[src/core/vector_map_defines.svh]
// Constants for the upper maskable vector map and the saved-PC selection.
// Assumes it is included by bare name from the design modules.
`ifndef VECTOR_MAP_DEFINES_SVH
`define VECTOR_MAP_DEFINES_SVH

// ****************************************************************
// Source counts
// ****************************************************************
`define MASK_SOURCES      32
`define FIRST_PRIORITY    23
`define TIMER_LINES       9
`define CLOCKED_CHANNELS  4
`define ASYNC_CHANNELS    3
`define DMA_CHANNELS      4

// ****************************************************************
// Line positions inside the request vector (bit i = priority 23+i)
// ****************************************************************
`define POS_INTERVAL      5'h09
`define POS_CLOCKED_BASE  5'h0A
`define POS_ASYNC_BASE    5'h12
`define POS_CONVERTER     5'h18
`define POS_DMA_BASE      5'h19
`define POS_KEY_RETURN    5'h1D
`define POS_WATCH_INTVL   5'h1E
`define POS_WATCH_REF     5'h1F

// ****************************************************************
// Exception codes and address arithmetic
// ****************************************************************
`define MASK_CODE_BASE    16'h01F0
`define NMI_CODE          16'h0010
`define WDT_CODE          16'h0020
`define ILLEGAL_CODE      16'h0060
`define ILLEGAL_PC_OFFSET 32'h0000_0004
`define HANDLER_UPPER     16'h0000

`endif

[src/core/vector_map_pkg.sv]
// Types shared by the vector map controller and its helpers.
// Assumes nothing beyond a SystemVerilog compiler.
package vector_map_pkg;

    // Class of the granted event, selects the save register
    typedef enum logic [1:0] {
        CLASS_MASKABLE,
        CLASS_FATAL,
        CLASS_DEBUG
    } irq_class_t;

    // Kind of instruction in flight when the core accepts
    typedef enum logic [2:0] {
        KIND_PLAIN,
        KIND_SHORT_LOAD,
        KIND_DIVIDE,
        KIND_FRAME_SETUP,
        KIND_FRAME_TEARDOWN
    } instr_kind_t;

    // Grant handshake state
    typedef enum logic {
        ST_IDLE,
        ST_PRESENT
    } grant_state_t;

endpackage : vector_map_pkg

[src/core/fixed_priority_pick.sv]
// Fixed-priority picker: finds the lowest set line of a request vector.
// Assumes a purely combinational use inside the vector map controller.
`timescale 1ns/1ps
`include "vector_map_defines.svh"

module fixed_priority_pick #(
    parameter int WIDTH = `MASK_SOURCES
) (
    input  wire logic [WIDTH-1:0]         lines,
    output logic                          found,
    output logic [$clog2(WIDTH)-1:0]      index
);

    // ****************************************************************
    // Lowest index wins, matching level 0 as the highest priority
    // ****************************************************************
    function automatic logic [$clog2(WIDTH)-1:0] lowest_set(
        input logic [WIDTH-1:0] vec
    );
        logic [$clog2(WIDTH)-1:0] pick;
        pick = '0;
        for (int i = WIDTH - 1; i >= 0; i--) begin
            if (vec[i]) begin
                pick = i[$clog2(WIDTH)-1:0];
            end
        end
        return pick;
    endfunction : lowest_set

    // Any pending line and its position
    always_comb begin
        found = |lines;
        index = lowest_set(lines); // see RULE_01
    end

endmodule : fixed_priority_pick

[src/core/restored_pc_select.sv]
// Chooses the restored PC saved when the core accepts an event.
// Assumes the core reports the interrupted instruction kind and addresses.
`timescale 1ns/1ps
`include "vector_map_defines.svh"

module restored_pc_select (
    input  wire vector_map_pkg::instr_kind_t kind,
    input  wire logic                        sp_updated,
    input  wire logic                        illegal,
    input  wire logic [31:0]                 current_pc,
    input  wire logic [31:0]                 following_instruction_address,
    output logic [31:0]                      restored_pc
);

    // ****************************************************************
    // Abandon-and-restart test
    // ****************************************************************
    function automatic logic restart_needed(
        input vector_map_pkg::instr_kind_t k,
        input logic                        sp_done
    );
        logic r;
        r = 1'b0;
        unique case (k)
            vector_map_pkg::KIND_SHORT_LOAD:     r = 1'b1; // see RULE_09
            vector_map_pkg::KIND_DIVIDE:         r = 1'b1; // see RULE_09
            vector_map_pkg::KIND_FRAME_SETUP:    r = !sp_done; // see RULE_10
            vector_map_pkg::KIND_FRAME_TEARDOWN: r = !sp_done; // see RULE_10
            vector_map_pkg::KIND_PLAIN:          r = 1'b0;
            default:                             r = 1'b0; // Unused kind codes finish normally
        endcase
        return r;
    endfunction : restart_needed

    // Illegal opcode saves offender plus 4; otherwise next or restart
    always_comb begin
        if (illegal) begin
            restored_pc = current_pc + `ILLEGAL_PC_OFFSET; // see RULE_11
        end else if (restart_needed(kind, sp_updated)) begin
            restored_pc = current_pc; // see RULE_09
        end else begin
            restored_pc = following_instruction_address; // see RULE_08
        end
    end

endmodule : restored_pc_select

[src/core/vector_map_ctrl.sv]
// Vector map controller for maskable priorities 23 to 54 plus the two
// non-maskable sources and the illegal-opcode exception.
// Assumes one-cycle request pulses from peripherals and a core that
// raises accept for one cycle while irq_valid is high.
`timescale 1ns/1ps
`include "vector_map_defines.svh"

// Functional notes
// RULE_01 - Simultaneous maskable requests: lowest default priority number wins, 0 highest.
// RULE_02 - Watchdog overflow beats the external non-maskable pin when simultaneous.
// RULE_03 - Timers three to five at 23-31, codes 01F0-0270; interval timer 32, 0280.
// RULE_04 - Clocked serial 0-3 receive/transmit at 33-40; channel 0 receive shared two-wire 1.
// RULE_05 - Async serial 0-2 at 41-46; shares with clocked 4, two-wire 2 and 0.
// RULE_06 - Converter 47, DMA 48-51, key 52, watch interval 53, watch reference 54.
// RULE_07 - On acceptance, save restored PC into the register of the event class.
// RULE_08 - Normally the saved PC is the following instruction address.
// RULE_09 - Short loads and divides are abandoned; saved PC points back to them.
// RULE_10 - Frame setup/teardown restart only if stack pointer not yet updated.
// RULE_11 - After illegal opcode, saved PC minus 4 is the offending address.
// RULE_12 - Handler address is the exception code zero-extended to 32 bits.
module vector_map_ctrl (
    input  wire logic                          clk,
    input  wire logic                          nrst,
    // Peripheral request pulses
    input  wire logic [`TIMER_LINES-1:0]       timer_request,
    input  wire logic                          interval_timer_zero,
    input  wire logic [`CLOCKED_CHANNELS-1:0]  clocked_serial_rx,
    input  wire logic [`CLOCKED_CHANNELS-1:0]  clocked_serial_tx,
    input  wire logic                          clocked_serial_ch4_rx,
    input  wire logic                          clocked_serial_ch4_tx,
    input  wire logic [2:0]                    two_wire_done,
    input  wire logic [`ASYNC_CHANNELS-1:0]    async_serial_rx,
    input  wire logic [`ASYNC_CHANNELS-1:0]    async_serial_tx,
    input  wire logic                          converter_done_request,
    input  wire logic [`DMA_CHANNELS-1:0]      dma_done,
    input  wire logic                          key_return_request,
    input  wire logic                          watch_interval_request,
    input  wire logic                          watch_reference_request,
    input  wire logic                          nmi_request,
    input  wire logic                          watchdog_overflow_request,
    input  wire logic                          illegal_opcode,
    // Core side
    input  wire logic                          accept,
    input  wire vector_map_pkg::instr_kind_t   kind,
    input  wire logic                          sp_updated,
    input  wire logic [31:0]                   current_pc,
    input  wire logic [31:0]                   following_instruction_address,
    output logic                               irq_valid,
    output logic [15:0]                        irq_code,
    output logic [31:0]                        handler_address,
    output vector_map_pkg::irq_class_t         irq_class,
    output logic [31:0]                        maskable_saved_pc,
    output logic [31:0]                        fatal_saved_pc,
    output logic [31:0]                        debug_saved_pc
);

    // ****************************************************************
    // Declarations
    // ****************************************************************
    logic [`MASK_SOURCES-1:0]    lines;
    logic [`MASK_SOURCES-1:0]    pending;
    logic [`MASK_SOURCES-1:0]    clear_mask;
    logic                        nmi_pending;
    logic                        wdt_pending;
    logic                        ilg_pending;
    logic                        pick_found;
    logic [4:0]                  pick_index;
    logic [4:0]                  grant_index;
    logic                        grant_illegal;
    logic                        take;
    logic [31:0]                 restored_pc;
    vector_map_pkg::grant_state_t state;

    // Code of a maskable line: base plus 10H per step
    function automatic logic [15:0] code_of(input logic [4:0] idx);
        return `MASK_CODE_BASE + {7'h00, idx, 4'h0};
    endfunction : code_of

    // ****************************************************************
    // Source-to-line map, shared vectors are ORed
    // ****************************************************************
    always_comb begin
        lines = '0;
        lines[`TIMER_LINES-1:0] = timer_request; // see RULE_03
        lines[`POS_INTERVAL] = interval_timer_zero; // see RULE_03
        for (int c = 0; c < `CLOCKED_CHANNELS; c++) begin
            lines[`POS_CLOCKED_BASE + 2 * c]     = clocked_serial_rx[c]; // see RULE_04
            lines[`POS_CLOCKED_BASE + 2 * c + 1] = clocked_serial_tx[c]; // see RULE_04
        end
        lines[`POS_CLOCKED_BASE] = clocked_serial_rx[0] | two_wire_done[1]; // see RULE_04
        lines[`POS_ASYNC_BASE]     = async_serial_rx[0] | clocked_serial_ch4_rx; // see RULE_05
        lines[`POS_ASYNC_BASE + 1] = async_serial_tx[0] | clocked_serial_ch4_tx; // see RULE_05
        lines[`POS_ASYNC_BASE + 2] = async_serial_rx[1] | two_wire_done[2]; // see RULE_05
        lines[`POS_ASYNC_BASE + 3] = async_serial_tx[1]; // see RULE_05
        lines[`POS_ASYNC_BASE + 4] = async_serial_rx[2] | two_wire_done[0]; // see RULE_05
        lines[`POS_ASYNC_BASE + 5] = async_serial_tx[2]; // see RULE_05
        lines[`POS_CONVERTER] = converter_done_request; // see RULE_06
        for (int d = 0; d < `DMA_CHANNELS; d++) begin
            lines[`POS_DMA_BASE + d] = dma_done[d]; // see RULE_06
        end
        lines[`POS_KEY_RETURN]  = key_return_request; // see RULE_06
        lines[`POS_WATCH_INTVL] = watch_interval_request; // see RULE_06
        lines[`POS_WATCH_REF]   = watch_reference_request; // see RULE_06
    end

    // ****************************************************************
    // Helpers
    // ****************************************************************
    fixed_priority_pick #(
        .WIDTH (`MASK_SOURCES)
    ) u_pick (
        .lines (pending),
        .found (pick_found),
        .index (pick_index)
    );

    restored_pc_select u_sel (
        .kind                          (kind),
        .sp_updated                    (sp_updated),
        .illegal                       (grant_illegal),
        .current_pc                    (current_pc),
        .following_instruction_address (following_instruction_address),
        .restored_pc                   (restored_pc)
    );

    // Accept only counts while a vector is presented
    assign take = (state == vector_map_pkg::ST_PRESENT) && accept;

    // Pending bit of the granted maskable line drops on acceptance
    always_comb begin
        clear_mask = '0;
        if (take && irq_class == vector_map_pkg::CLASS_MASKABLE) begin
            clear_mask[grant_index] = 1'b1;
        end
    end

    // ****************************************************************
    // Pending latches: a new request wins over a clear
    // ****************************************************************
    always_ff @(posedge clk or negedge nrst) begin
        if (!nrst) begin
            pending <= '0;
        end else begin
            pending <= (pending & ~clear_mask) | lines;
        end
    end

    // Non-maskable latches; simultaneous pin request is dropped
    always_ff @(posedge clk or negedge nrst) begin
        if (!nrst) begin
            wdt_pending <= 1'b0;
            nmi_pending <= 1'b0;
        end else begin
            wdt_pending <= (wdt_pending && !(take && irq_code == `WDT_CODE))
                           || watchdog_overflow_request;
            nmi_pending <= (nmi_pending && !(take && irq_code == `NMI_CODE))
                           || (nmi_request && !watchdog_overflow_request); // see RULE_02
        end
    end

    // Illegal-opcode exception latch
    always_ff @(posedge clk or negedge nrst) begin
        if (!nrst) begin
            ilg_pending <= 1'b0;
        end else begin
            ilg_pending <= (ilg_pending && !(take && grant_illegal)) || illegal_opcode;
        end
    end

    // ****************************************************************
    // Grant: watchdog, pin, illegal opcode, then maskable by priority
    // ****************************************************************
    always_ff @(posedge clk or negedge nrst) begin
        if (!nrst) begin
            state           <= vector_map_pkg::ST_IDLE;
            irq_valid       <= 1'b0;
            irq_code        <= 16'h0000;
            handler_address <= 32'h0000_0000;
            irq_class       <= vector_map_pkg::CLASS_MASKABLE;
            grant_index     <= 5'h00;
            grant_illegal   <= 1'b0;
        end else begin
            unique case (state)
                vector_map_pkg::ST_IDLE: begin
                    if (wdt_pending) begin
                        state           <= vector_map_pkg::ST_PRESENT;
                        irq_valid       <= 1'b1;
                        irq_code        <= `WDT_CODE; // see RULE_02
                        handler_address <= {`HANDLER_UPPER, `WDT_CODE}; // see RULE_12
                        irq_class       <= vector_map_pkg::CLASS_FATAL;
                        grant_illegal   <= 1'b0;
                    end else if (nmi_pending) begin
                        state           <= vector_map_pkg::ST_PRESENT;
                        irq_valid       <= 1'b1;
                        irq_code        <= `NMI_CODE;
                        handler_address <= {`HANDLER_UPPER, `NMI_CODE}; // see RULE_12
                        irq_class       <= vector_map_pkg::CLASS_FATAL;
                        grant_illegal   <= 1'b0;
                    end else if (ilg_pending) begin
                        state           <= vector_map_pkg::ST_PRESENT;
                        irq_valid       <= 1'b1;
                        irq_code        <= `ILLEGAL_CODE;
                        handler_address <= {`HANDLER_UPPER, `ILLEGAL_CODE}; // see RULE_12
                        irq_class       <= vector_map_pkg::CLASS_DEBUG;
                        grant_illegal   <= 1'b1;
                    end else if (pick_found) begin
                        state           <= vector_map_pkg::ST_PRESENT;
                        irq_valid       <= 1'b1;
                        irq_code        <= code_of(pick_index); // see RULE_01
                        handler_address <= {`HANDLER_UPPER, code_of(pick_index)}; // see RULE_12
                        irq_class       <= vector_map_pkg::CLASS_MASKABLE;
                        grant_index     <= pick_index;
                        grant_illegal   <= 1'b0;
                    end
                end
                vector_map_pkg::ST_PRESENT: begin
                    if (accept) begin
                        state     <= vector_map_pkg::ST_IDLE;
                        irq_valid <= 1'b0;
                    end
                end
            endcase
        end
    end

    // ****************************************************************
    // Save registers, one per event class
    // ****************************************************************
    always_ff @(posedge clk or negedge nrst) begin
        if (!nrst) begin
            maskable_saved_pc <= 32'h0000_0000;
            fatal_saved_pc    <= 32'h0000_0000;
            debug_saved_pc    <= 32'h0000_0000;
        end else if (take) begin
            unique case (irq_class)
                vector_map_pkg::CLASS_MASKABLE: maskable_saved_pc <= restored_pc; // see RULE_07
                vector_map_pkg::CLASS_FATAL:    fatal_saved_pc    <= restored_pc; // see RULE_07
                vector_map_pkg::CLASS_DEBUG:    debug_saved_pc    <= restored_pc; // see RULE_07
                default:                        maskable_saved_pc <= maskable_saved_pc;
            endcase
        end
    end

    // ****************************************************************
    // Checks
    // ****************************************************************
    a_lowest_wins: assert property (@(posedge clk) disable iff (!nrst) // see RULE_01
        (state == vector_map_pkg::ST_IDLE && pick_found && !wdt_pending && !nmi_pending
         && !ilg_pending) |=> (irq_code == code_of($past(pick_index))))
        else $error("maskable grant is not the lowest pending line");

    a_watchdog_first: assert property (@(posedge clk) disable iff (!nrst) // see RULE_02
        (state == vector_map_pkg::ST_IDLE && watchdog_overflow_request && nmi_request)
        |=> ##1 (irq_valid && irq_code == `WDT_CODE))
        else $error("watchdog did not win over the pin request");

    a_timer_codes: assert property (@(posedge clk) disable iff (!nrst) // see RULE_03
        (irq_valid && irq_class == vector_map_pkg::CLASS_MASKABLE && grant_index <= 5'h09)
        |-> (irq_code >= 16'h01F0 && irq_code <= 16'h0280))
        else $error("timer line mapped outside its code range");

    a_clocked_codes: assert property (@(posedge clk) disable iff (!nrst) // see RULE_04
        ($rose(pending[`POS_CLOCKED_BASE])) |-> $past(clocked_serial_rx[0] | two_wire_done[1]))
        else $error("shared clocked serial line latched without a source");

    a_async_codes: assert property (@(posedge clk) disable iff (!nrst) // see RULE_05
        (irq_valid && irq_class == vector_map_pkg::CLASS_MASKABLE && grant_index == 5'h13)
        |-> irq_code == 16'h0320)
        else $error("async serial 0 transmit code wrong");

    a_tail_codes: assert property (@(posedge clk) disable iff (!nrst) // see RULE_06
        (irq_valid && irq_class == vector_map_pkg::CLASS_MASKABLE && grant_index == 5'h1F)
        |-> irq_code == 16'h03E0)
        else $error("watch reference code wrong");

    a_handler_zext: assert property (@(posedge clk) disable iff (!nrst) // see RULE_12
        irq_valid |-> (handler_address == {16'h0000, irq_code}))
        else $error("handler address differs from code");

    a_fatal_save: assert property (@(posedge clk) disable iff (!nrst) // see RULE_07
        (take && irq_class == vector_map_pkg::CLASS_FATAL) |=>
        (fatal_saved_pc == $past(restored_pc) && !irq_valid))
        else $error("fatal save register not loaded");

    a_plain_next: assert property (@(posedge clk) disable iff (!nrst) // see RULE_08
        (take && irq_class == vector_map_pkg::CLASS_MASKABLE
         && kind == vector_map_pkg::KIND_PLAIN)
        |=> maskable_saved_pc == $past(following_instruction_address))
        else $error("plain case did not save the following address");

    a_restart_load: assert property (@(posedge clk) disable iff (!nrst) // see RULE_09
        (take && irq_class == vector_map_pkg::CLASS_MASKABLE
         && (kind == vector_map_pkg::KIND_SHORT_LOAD || kind == vector_map_pkg::KIND_DIVIDE))
        |=> maskable_saved_pc == $past(current_pc))
        else $error("abandoned instruction not restarted");

    a_frame_restart: assert property (@(posedge clk) disable iff (!nrst) // see RULE_10
        (take && irq_class == vector_map_pkg::CLASS_MASKABLE && sp_updated
         && kind == vector_map_pkg::KIND_FRAME_SETUP)
        |=> maskable_saved_pc == $past(following_instruction_address))
        else $error("frame setup restarted after stack update");

    a_illegal_addr: assert property (@(posedge clk) disable iff (!nrst) // see RULE_11
        (take && grant_illegal) |=> (debug_saved_pc - 32'h0000_0004 == $past(current_pc)))
        else $error("illegal opcode save register inconsistent");

endmodule : vector_map_ctrl

[config.mk]
export PLATFORM = sky130hd
export DESIGN_NAME = vector_map_ctrl
export DESIGN_NICKNAME = d
export VERILOG_FILES = /design/src/core/vector_map_pkg.sv /design/src/core/fixed_priority_pick.sv /design/src/core/restored_pc_select.sv /design/src/core/vector_map_ctrl.sv
export VERILOG_INCLUDE_DIRS = /design/src /design/src/core
export SDC_FILE = /design/constraint.sdc
export NUM_CORES = 1
export LEC_CHECK = 0
export CAP_MARGIN = 20
export CORE_ASPECT_RATIO = 1.5
export CORE_MARGIN = 3
export CORE_UTILIZATION = 60
export CTS_CLUSTER_SIZE = 20
export DETAILED_ROUTE_END_ITERATION = 6
export DONT_BUFFER_PORTS = 1
export GPL_TIMING_DRIVEN = 0
export PLACE_DENSITY = 0.76
export SLEW_MARGIN = 30
export SYNTH_ARGS = -nofsm -noshare
export SYNTH_HDL_FRONTEND = slang
export SYNTH_HIERARCHICAL = 1
export SYNTH_SLANG_ARGS = --single-unit
[constraint.sdc]
create_clock -name clk -period 4.85 [get_ports clk]
set_clock_uncertainty 0.15 [all_clocks]
set_input_delay 0.97 -clock clk [delete_from_list [all_inputs] [get_ports clk]]
set_output_delay 0.97 -clock clk [all_outputs]
set_load 0.02 [all_outputs]
-- Yosys cells after proc, flatten, opt, wreduce, memory -nomap -nowiden
Cells that the tools add are included.
- equal/unequal tests: 10
- reduce and logical (&&, ||, !) cells: 29
- bitwise logic cells: 12
- order comparisons: 2
- multiplexer cells: 67
- $add $sub $neg: 2
- operators by type and width (cell ; count):
    $mux 32 ; 7
    $mux 5 ; 32
    $mux 16 ; 4
    $add 32x3->32 const B ; 1
    $and 32x32->32 ; 1
    $not 32->32 ; 1
    $or 32x32->32 ; 1
    $reduce_or 32->1 ; 1
    $eq 16x5->1 const B ; 1
    $eq 16x6->1 const B ; 1
    $mux 1 ; 16
    $add 9x9->10 const A ; 1
    $logic_and 1x1->1 ; 10
    $reduce_and 2->1 ; 5
    $mux 2 ; 4
    $eq 3x2->1 const B ; 2
    $lt 5x6->1 const B ; 1
    $pmux 1 s2 ; 3
    $demux 1 s5 ; 1
    $ge 5x1->1 const B ; 1
    $logic_not 1->1 ; 5
    $ne 5x5->1 const B ; 1
    $or 1x1->1 ; 5
    $reduce_and 5->1 ; 1
    10 further kinds ; 16
- word-level logic and storage cells: 136
- bits of input ports: 111
- register bits: 189

-- Logic depth before layout (Yosys ltp)
Gate-level depths: netlist (run 1).
- depth in word-level cells: 37
- depth in mapped cells: 10
- mapped depth without buffers: 10

-- Cells and area by module
The synthesis (run 1) kept the hierarchy.
- by module, submodules not included (module ; seq. area each (um^2) ; area each (um^2) ; times used ; cells an instance):
    vector_map_ctrl ; 3653.5 ; 6232.2 ; 1 ; 529
    restored_pc_select ; 0.0 ; 1159.9 ; 1 ; 201
    fixed_priority_pick ; 0.0 ; 385.4 ; 1 ; 65

-- Worst setup path after synthesis (run 1)
OpenSTA, ideal clock, no wires.
- path kind: input to register
- start: input port current_pc[2]
- end: register debug_saved_pc[30]
- arrival: 2.497 ns
- path slack: 2.078 ns
- cell stages on the path: 8
- required time: 4.575 ns
- path through: ha_1 and3_1 clkbuf_1 nand4_1 nor4b_1 and3_1 nor3_1 mux2_4
- word-level cells in the longest chain between the ends: 2
- ends and longest elaborated chain (element ; line ; text):
    start: declaration ; vector_map_ctrl.sv:46 ; input wire logic [31:0] current_pc,
    $add 32x3->32 (no source line) ; n/a ;
    $mux 32 ; restored_pc_select.sv:37 ; if (illegal) begin
    net restored_pc[30] ; vector_map_ctrl.sv:71 ; logic [31:0] restored_pc;
    end signal: assignment ; vector_map_ctrl.sv:238 ; vector_map_pkg::CLASS_DEBUG: debug_saved_pc <= restored_pc;
    end: declaration ; vector_map_ctrl.sv:54 ; output logic [31:0] debug_saved_pc
The timed path passes the listed nets, and every way through them passes these cells.
A chain may end at the register's enable or synchronous reset.

-- Worst setup path after layout (run 1)
- start: register pending[28]
- end: register handler_address[5]
- word-level cells in the longest chain between the ends: 34
- elaborated cells on any way between the ends: 37
- those cells by class: add/sub: 1; mux: 33; reduce/logical: 3
- ends and longest elaborated chain (element ; line ; text):
    start: declaration ; vector_map_ctrl.sv:61 ; logic [`MASK_SOURCES-1:0] pending;
    start signal: assignment ; vector_map_ctrl.sv:144 ; pending <= (pending & ~clear_mask) | lines;
    $mux 5 (29 in a row) ; fixed_priority_pick.sv:23 ; if (vec[i]) begin
    net pick_index[0] ; vector_map_ctrl.sv:67 ; logic [4:0] pick_index;
    $add 9x9->10 (no source line) ; n/a ;
    $mux 32 ; vector_map_ctrl.sv:206 ; end else if (pick_found) begin
    $mux 32 ; vector_map_ctrl.sv:199 ; end else if (ilg_pending) begin
    $mux 32 ; vector_map_ctrl.sv:192 ; end else if (nmi_pending) begin
    $mux 32 ; vector_map_ctrl.sv:185 ; if (wdt_pending) begin
    end signal: assignment ; vector_map_ctrl.sv:189 ; handler_address <= {`HANDLER_UPPER, `WDT_CODE};
    end signal: assignment ; vector_map_ctrl.sv:196 ; handler_address <= {`HANDLER_UPPER, `NMI_CODE};
    end signal: assignment ; vector_map_ctrl.sv:203 ; handler_address <= {`HANDLER_UPPER, `ILLEGAL_CODE};
    end: declaration ; vector_map_ctrl.sv:50 ; output logic [31:0] handler_address,
The timed path passes the listed nets, and every way through them passes these cells. The select of a mux whose other input is x is not followed.

==> results of run 1 <==
stage by stage:
| stage | instances | utilization, % |
|---|---|---|
| 2_1_floorplan | 830 | - |
| 3_3_place_gp | 986 | 64.4 |
| 3_5_place_dp | 986 | 64.4 |
| 4_1_cts | 1018 | 69.5 |
| 5_1_grt | 1018 | 69.5 |
| 6_report | 1018 | 69.5 |
logic make-up after synthesis:
logic type / Yosys count
AOI/OAI and AO/OA: 132
xor gates and xnor gates: 6
adders and majority gates: 2
buffers and inverters: 92
DFF: 146
muxes: 74
other: 1
and+or+nand+nor: 342
power groups by stage:
| stage | clock (mW) | combinational [mW] | sequential [mW] |
|---|---|---|---|
| after floorplan | 0 | 0.397 | 1.83 |
| after global placement | 0 | 0.457 | 1.90 |
| after detailed placement | 0 | 0.475 | 1.91 |
| after CTS | 1.41 | 0.480 | 1.89 |
| after global routing | 1.47 | 0.527 | 1.90 |
| final | 1.40 | 0.480 | 1.88 |
cells in the final DEF, fill, tap and decap left out, drive strengths merged, types with 8 or more instances in the layout:
| cell | netlist | routed |
|---|---|---|
| a211oi | 8 | 8 |
| a21oi | 60 | 60 |
| buf | 64 | 64 |
| clkbuf | 9 | 30 |
| conb | 1 | 36 |
| dfrtp | 146 | 146 |
| inv | 19 | 22 |
| mux2 | 72 | 72 |
| nand2 | 129 | 129 |
| nand3 | 17 | 17 |
| nand4 | 10 | 10 |
| nor2 | 97 | 97 |
| nor3 | 33 | 33 |
| nor4 | 11 | 11 |
| o21ai | 15 | 15 |
| o22ai | 11 | 11 |
sequential cells by signal, summed over array words and instances, names as in the netlist, 2 cells and up:
name	count
irq_class	2
pending	32
handler_address	6
maskable_saved_pc	32
grant_index	5
debug_saved_pc	32
fatal_saved_pc	32
layer usage:
| layer | up-vias | global-route usage (%) | wire length [um] |
|---|---|---|---|
| met2 | 334 | 50.7 | 11200 |
| met1 | 2976 | 31.6 | 7120 |
| met3 | 63 | 10.8 | 2280 |
| met4 | 2 | 13.3 | 802 |
| met5 | - | 0 | 13 |
| li1 | 2816 | - | - |
worst max-delay path: stages, from the launching register on:
cell,delay (ns)
dfrtp_1,0.43
nor3b_1,0.22
nor3_1,0.08
o31ai_1,0.25
o2111ai_1,0.16
a221oi_1,0.68
inv_1,0.11
ha_1,0.31
nor2b_1,0.12
o21bai_1,0.06
mux2_2,0.26
worst paths after layout:
check,cells past startpoint,start,endpoint
min in group clk,1,wdt_pending,wdt_pending
worst min-delay path,0,nrst,debug_saved_pc[10]
max in group asynchronous,0,nrst,pending[13]
worst max register to register,10,pending[28],handler_address[5]
worst max-delay path,10,pending[28],handler_address[5]
worst min register to register,1,wdt_pending,wdt_pending
layout make-up:
class,count,area share (%)
buffer,73,6.01
sequential,146,41.8
tap,156,2.23
clock inverter,11,2.00
clock buffer,21,5.27
inverter,19,0.816
multi-input combinational,592,41.9
==> flow_metrics.env, run 1 <==
export IMPL_slew_viol_final=0
export IMPL_syn_avg_cell_area_um2=9.78
export IMPL_diodes=0
export IMPL_hold_viol=0
export IMPL_syn_cell_area_um2=7780
export IMPL_ys_flop_type="dfrtp_1"
export IMPL_ios=258
export IMPL_hpwl_mm=16.2
export IMPL_power_density_nw_per_um2=430
export IMPL_grt_max_degree=147
export IMPL_tns_ns=0
export IMPL_rows=50
export IMPL_hold_class="primary input to async pin"
export IMPL_p_total_mw=3.76
export IMPL_synthArstFlopShare_pct=100
export IMPL_tightest_slew_ns=0.859
export IMPL_cts_max_path_buffers=2
export IMPL_ff2ff_setup_slack_ns=1.90
export IMPL_die_h_um=145
export IMPL_gp_congestion=0.923
export IMPL_post_route_period_util_pct=60.9
export IMPL_synthMuxAreaShare_pct=12.2
export IMPL_fin_area_um2=8740
export IMPL_dr_total_vias=6191
export IMPL_clk_pin_slew_ns=0.06
export IMPL_antenna_found_initial=1
export IMPL_synth_xor_area_share_pct=0.676
export IMPL_status="finished, final reports clean"
export IMPL_drt_wirelength_per_cell_um=21.0
export IMPL_finalCriticalPeriod_ns=2.95
export IMPL_detail_route_antenna_nets=0
export IMPL_core_um2=12600
export IMPL_cp_data_arrival_time_ns=3.10
export IMPL_p_int_mw=2.56
export IMPL_synthAdderAreaFrac_pct=0.322
export IMPL_crit_type="flop to flop"
export IMPL_postCtsHoldBufs=0
export IMPL_start_util_pct=61.9
export IMPL_cp_required_ns=5.00
export IMPL_place_area_um2=8100
export IMPL_max_freq_mhz=339
export IMPL_synth_top_family_by_area="simple AND/OR/NAND/NOR gates"
export IMPL_seqCellArea_um2=3650
export IMPL_p_comb_share_pct=12.8
export IMPL_nets=962
export IMPL_worst_setup_path_end_kind="flop"
export IMPL_slew_limit_headroom_pct=42.5
export IMPL_htreeDepth=4
export IMPL_grt_pass1_vias=6175
export IMPL_numCtsBuffers=17
export IMPL_synth_area_leaders="dfrtp_1 47%, nand2_1 6.2%, mux2_4 6.0%"
export IMPL_yosys_area_top_type_share_pct=47.0
export IMPL_hold_ws_ns=0.0975
export IMPL_power_switching_mw=1.20
export IMPL_grt_pass1_wl_mm=33.4
export IMPL_switching_share_pct=31.8
export IMPL_synth_edf_count=0
export IMPL_ys_seq_area_share_pct=47.0
export IMPL_synthMostInstantiatedCell="dfrtp_1"
export IMPL_cts_tree="yes"
export IMPL_avgViaCountPerCell=6.08
export IMPL_synth_largest_area_cell="dfrtp_1"
export IMPL_cts_setup_buffers=0
export IMPL_rsz0062_at_grt="false"
export IMPL_overflow=0
export IMPL_first_iter_violations=333
export IMPL_ys_top_cells_by_count="146 x dfrtp_1, 128 x nand2_1, 97 x nor2_1, 59 x a21oi_1, 45 x buf_4"
export IMPL_syn_inst=795
export IMPL_routed_wirelength_mm=21.4
export IMPL_setup_viol=0
export IMPL_synth_compound_area_share_pct=10.7
export IMPL_drive_above_1_share_pct=21.6
export IMPL_timing_final_ws_setup_ns=1.90
export IMPL_postCtsResizedCells=0
export IMPL_drt_pass1_iterations=5
export IMPL_port_buffers=0
export IMPL_area_growth_pct=12.4
export IMPL_num_fill_cells=939
export IMPL_cp_max_fo=6
export IMPL_synth_cell_types=70
export IMPL_root_buffer="clkbuf_16"
export IMPL_ir_worst_vdd_mv=0.283
export IMPL_ys_seq_elements=146
export IMPL_dieArea_um2=14400
export IMPL_max_cap_violations=0
export IMPL_die_w_um=99.0
export IMPL_clock_latency_ns=0.41
export IMPL_crit_path_start_kind="flop"
export IMPL_drcViolationCount=0
export IMPL_synth_simple_area_share_pct=21.4
export IMPL_multiInputGateArea_um2=3660
export IMPL_power_frac_seq_pct=50.0
export IMPL_cellLeakagePower_nw=3.96
export IMPL_yosysWarnings=6
export IMPL_pre_cts_slack_ns=1.60
export IMPL_grt_usage_pct=29.3
export IMPL_power_share_clock_pct=37.2
export IMPL_cts_sinks=146
Note: power is estimated with default switching activity, not from simulation.
==> run 2, diff against run 1 <==
==> constraint.sdc (replaced) <==
create_clock -name clk -period 2.9 [get_ports clk]
set_clock_uncertainty 0.15 [all_clocks]
set_input_delay 0.58 -clock clk [delete_from_list [all_inputs] [get_ports clk]]
set_output_delay 0.58 -clock clk [all_outputs]
set_load 0.02 [all_outputs]
==> flow_metrics.env, run 2 (synthesized netlist as in run 1, its figures left out) <==
export IMPL_slew_limit_headroom_pct=43.5
export IMPL_cp_max_fo=10
export IMPL_slew_viol_final=0
export IMPL_die_w_um=99.0
export IMPL_cp_required_ns=3.04
export IMPL_hold_ws_ns=-0.292
export IMPL_cts_tree="yes"
export IMPL_instances_no_fill=1020
export IMPL_ff2ff_setup_slack_ns=0.19
export IMPL_gp_congestion=0.923
export IMPL_drt_pass1_iterations=5
export IMPL_mostFrequentLayoutCell="dfrtp_1"
export IMPL_drcViolationCount=0
export IMPL_cellLeakagePower_nw=3.98
export IMPL_detail_route_antenna_nets=0
export IMPL_overflow=0
export IMPL_setup_viol=0
export IMPL_dieArea_um2=14400
export IMPL_grt_max_degree=147
export IMPL_tightest_slew_ns=0.844
export IMPL_cp_data_arrival_time_ns=2.85
export IMPL_ir_worst_vdd_mv=0.465
export IMPL_diodes=0
export IMPL_htreeDepth=4
export IMPL_power_density_nw_per_um2=718
export IMPL_path_buf_inv=4
export IMPL_post_route_period_util_pct=93.3
export IMPL_antenna_found_initial=1
export IMPL_grt_pass1_vias=6175
export IMPL_grt_usage_pct=29.4
export IMPL_layout_common_cells="146 x dfrtp_1, 128 x nand2_1, 97 x nor2_1, 59 x a21oi_1, 47 x buf_4"
export IMPL_dp_cells=986
export IMPL_core_um2=12600
export IMPL_cts_max_path_buffers=2
export IMPL_worstPathCellList="clkbuf_1 -> inv_1 -> clkbuf_1 -> nand2_2 -> clkbuf_2 -> a21oi_1 -> nor2_1 -> mux2_4"
export IMPL_hpwl_mm=16.2
export IMPL_die_h_um=145
export IMPL_grt_pass1_wl_mm=33.4
export IMPL_cpMostUsedCell="clkbuf_1"
export IMPL_rsz0062_at_grt="false"
export IMPL_hold_class="primary input to async pin"
export IMPL_rows=50
export IMPL_port_buffers=0
export IMPL_violations="hold timing"
export IMPL_ios=258
export IMPL_cts_sinks=146
export IMPL_avgViaCountPerCell=6.04
export IMPL_status="complete, but fails checks"
export IMPL_crit_type="flop to flop"
export IMPL_drive_above_1_share_pct=22.0
export IMPL_drt_wirelength_per_cell_um=20.9
export IMPL_dr_total_vias=6165
export IMPL_clk_pin_slew_ns=0.06
export IMPL_area_growth_pct=12.7
export IMPL_crit_slowest_cell="dfrtp_1"
export IMPL_root_buffer="clkbuf_16"
export IMPL_p_total_mw=6.29
export IMPL_crit_path_start_kind="flop"
export IMPL_routed_wirelength_mm=21.3
export IMPL_timing_final_ws_setup_ns=0.193
export IMPL_start_util_pct=61.9
export IMPL_nets=964
export IMPL_tns_ns=0
export IMPL_finalCriticalPeriod_ns=2.71
export IMPL_max_freq_mhz=369
export IMPL_first_iter_violations=363
export IMPL_hold_viol=146
export IMPL_max_cap_violations=0
export IMPL_clock_latency_ns=0.41
export IMPL_critPathTopFamily="buffers and inverters"
export IMPL_numCtsBuffers=17
export IMPL_pre_cts_slack_ns=-0.000629
export IMPL_worst_setup_path_end_kind="flop"
export IMPL_critPathMaxStageDelay_ns=0.51
## run 2: cell count changes in the layout (fill, tap and decap cells not counted)
cell / previous run / this run
clkbuf_2: 0 / 1
a221oi_2: 0 / 1
a221oi_1: 1 / 0
clkbuf_1: 11 / 10
buf_4: 45 / 47
## run 2: routing by layer
metal / GRT usage (%) / wire length (um) / vias up
met3: 10.8 / 2180 / 65
met5: 0 / 13 / -
met1: 31.7 / 7150 / 2979
met2: 50.9 / 11200 / 299
li1: - / - / 2820
met4: 12.9 / 797 / 2
## run 2: worst paths after layout
kind	startpoint	endpoint	cells past startpoint
worst max-delay path	irq_class[1]	debug_saved_pc[23]	8
min in group clk	illegal_opcode	ilg_pending	1
worst min-delay path	nrst	debug_saved_pc[10]	0
worst min register to register	wdt_pending	wdt_pending	1
max in group asynchronous	nrst	fatal_saved_pc[26]	0
worst max register to register	irq_class[1]	debug_saved_pc[23]	8
## run 2: through the flow
step / hold slack, ns / instance area (um2) / utilization (%)
after floorplan: 0.134 / 7910 / -
after global placement: 0.138 / 8100 / 64.4
after detailed placement: 0.137 / 8100 / 64.4
after CTS: -0.302 / 8750 / 69.6
after global routing: -0.309 / 8760 / 69.7
final: -0.292 / 8760 / 69.7
## run 2: what timing repair did
| item | CTS | global route |
|---|---|---|
| buffers inserted | 0 | 2 |
| gates resized for setup | 1 | 2 |
| hold endpoints to repair | 146 | 146 |
| pin swaps | 0 | 1 |
| cloned | 0 | 0 |
| endpoints found under the setup margin | 2 | 21 |
## run 2: layout make-up
class / count / area (um2)
plain buffers: 73 / 527
flip-flops and latches: 146 / 3650
clock inverters: 11 / 175
clock buffers: 21 / 460
multi-input cells: 592 / 3660
fillers: 933 / 3810
well taps: 156 / 195
inverters: 19 / 71.3
repair buffers: 2 / 15.0
## run 2: report_power, final
group	switching [mW]	internal (mW)	total [mW]
combinational	0.407	0.400	0.807
sequential	0.752	2.39	3.15
clock	0.846	1.50	2.34
total	2.00	4.29	6.29
## run 2: worst reg2reg max path, cell delays in order (launching register included)
cell and delay, ns:
dfrtp_1 0.51, clkbuf_1 0.24, inv_1 0.12, clkbuf_1 0.45
nand2_2 0.25, clkbuf_2 0.30, a21oi_1 0.19, nor2_1 0.11
mux2_4 0.29
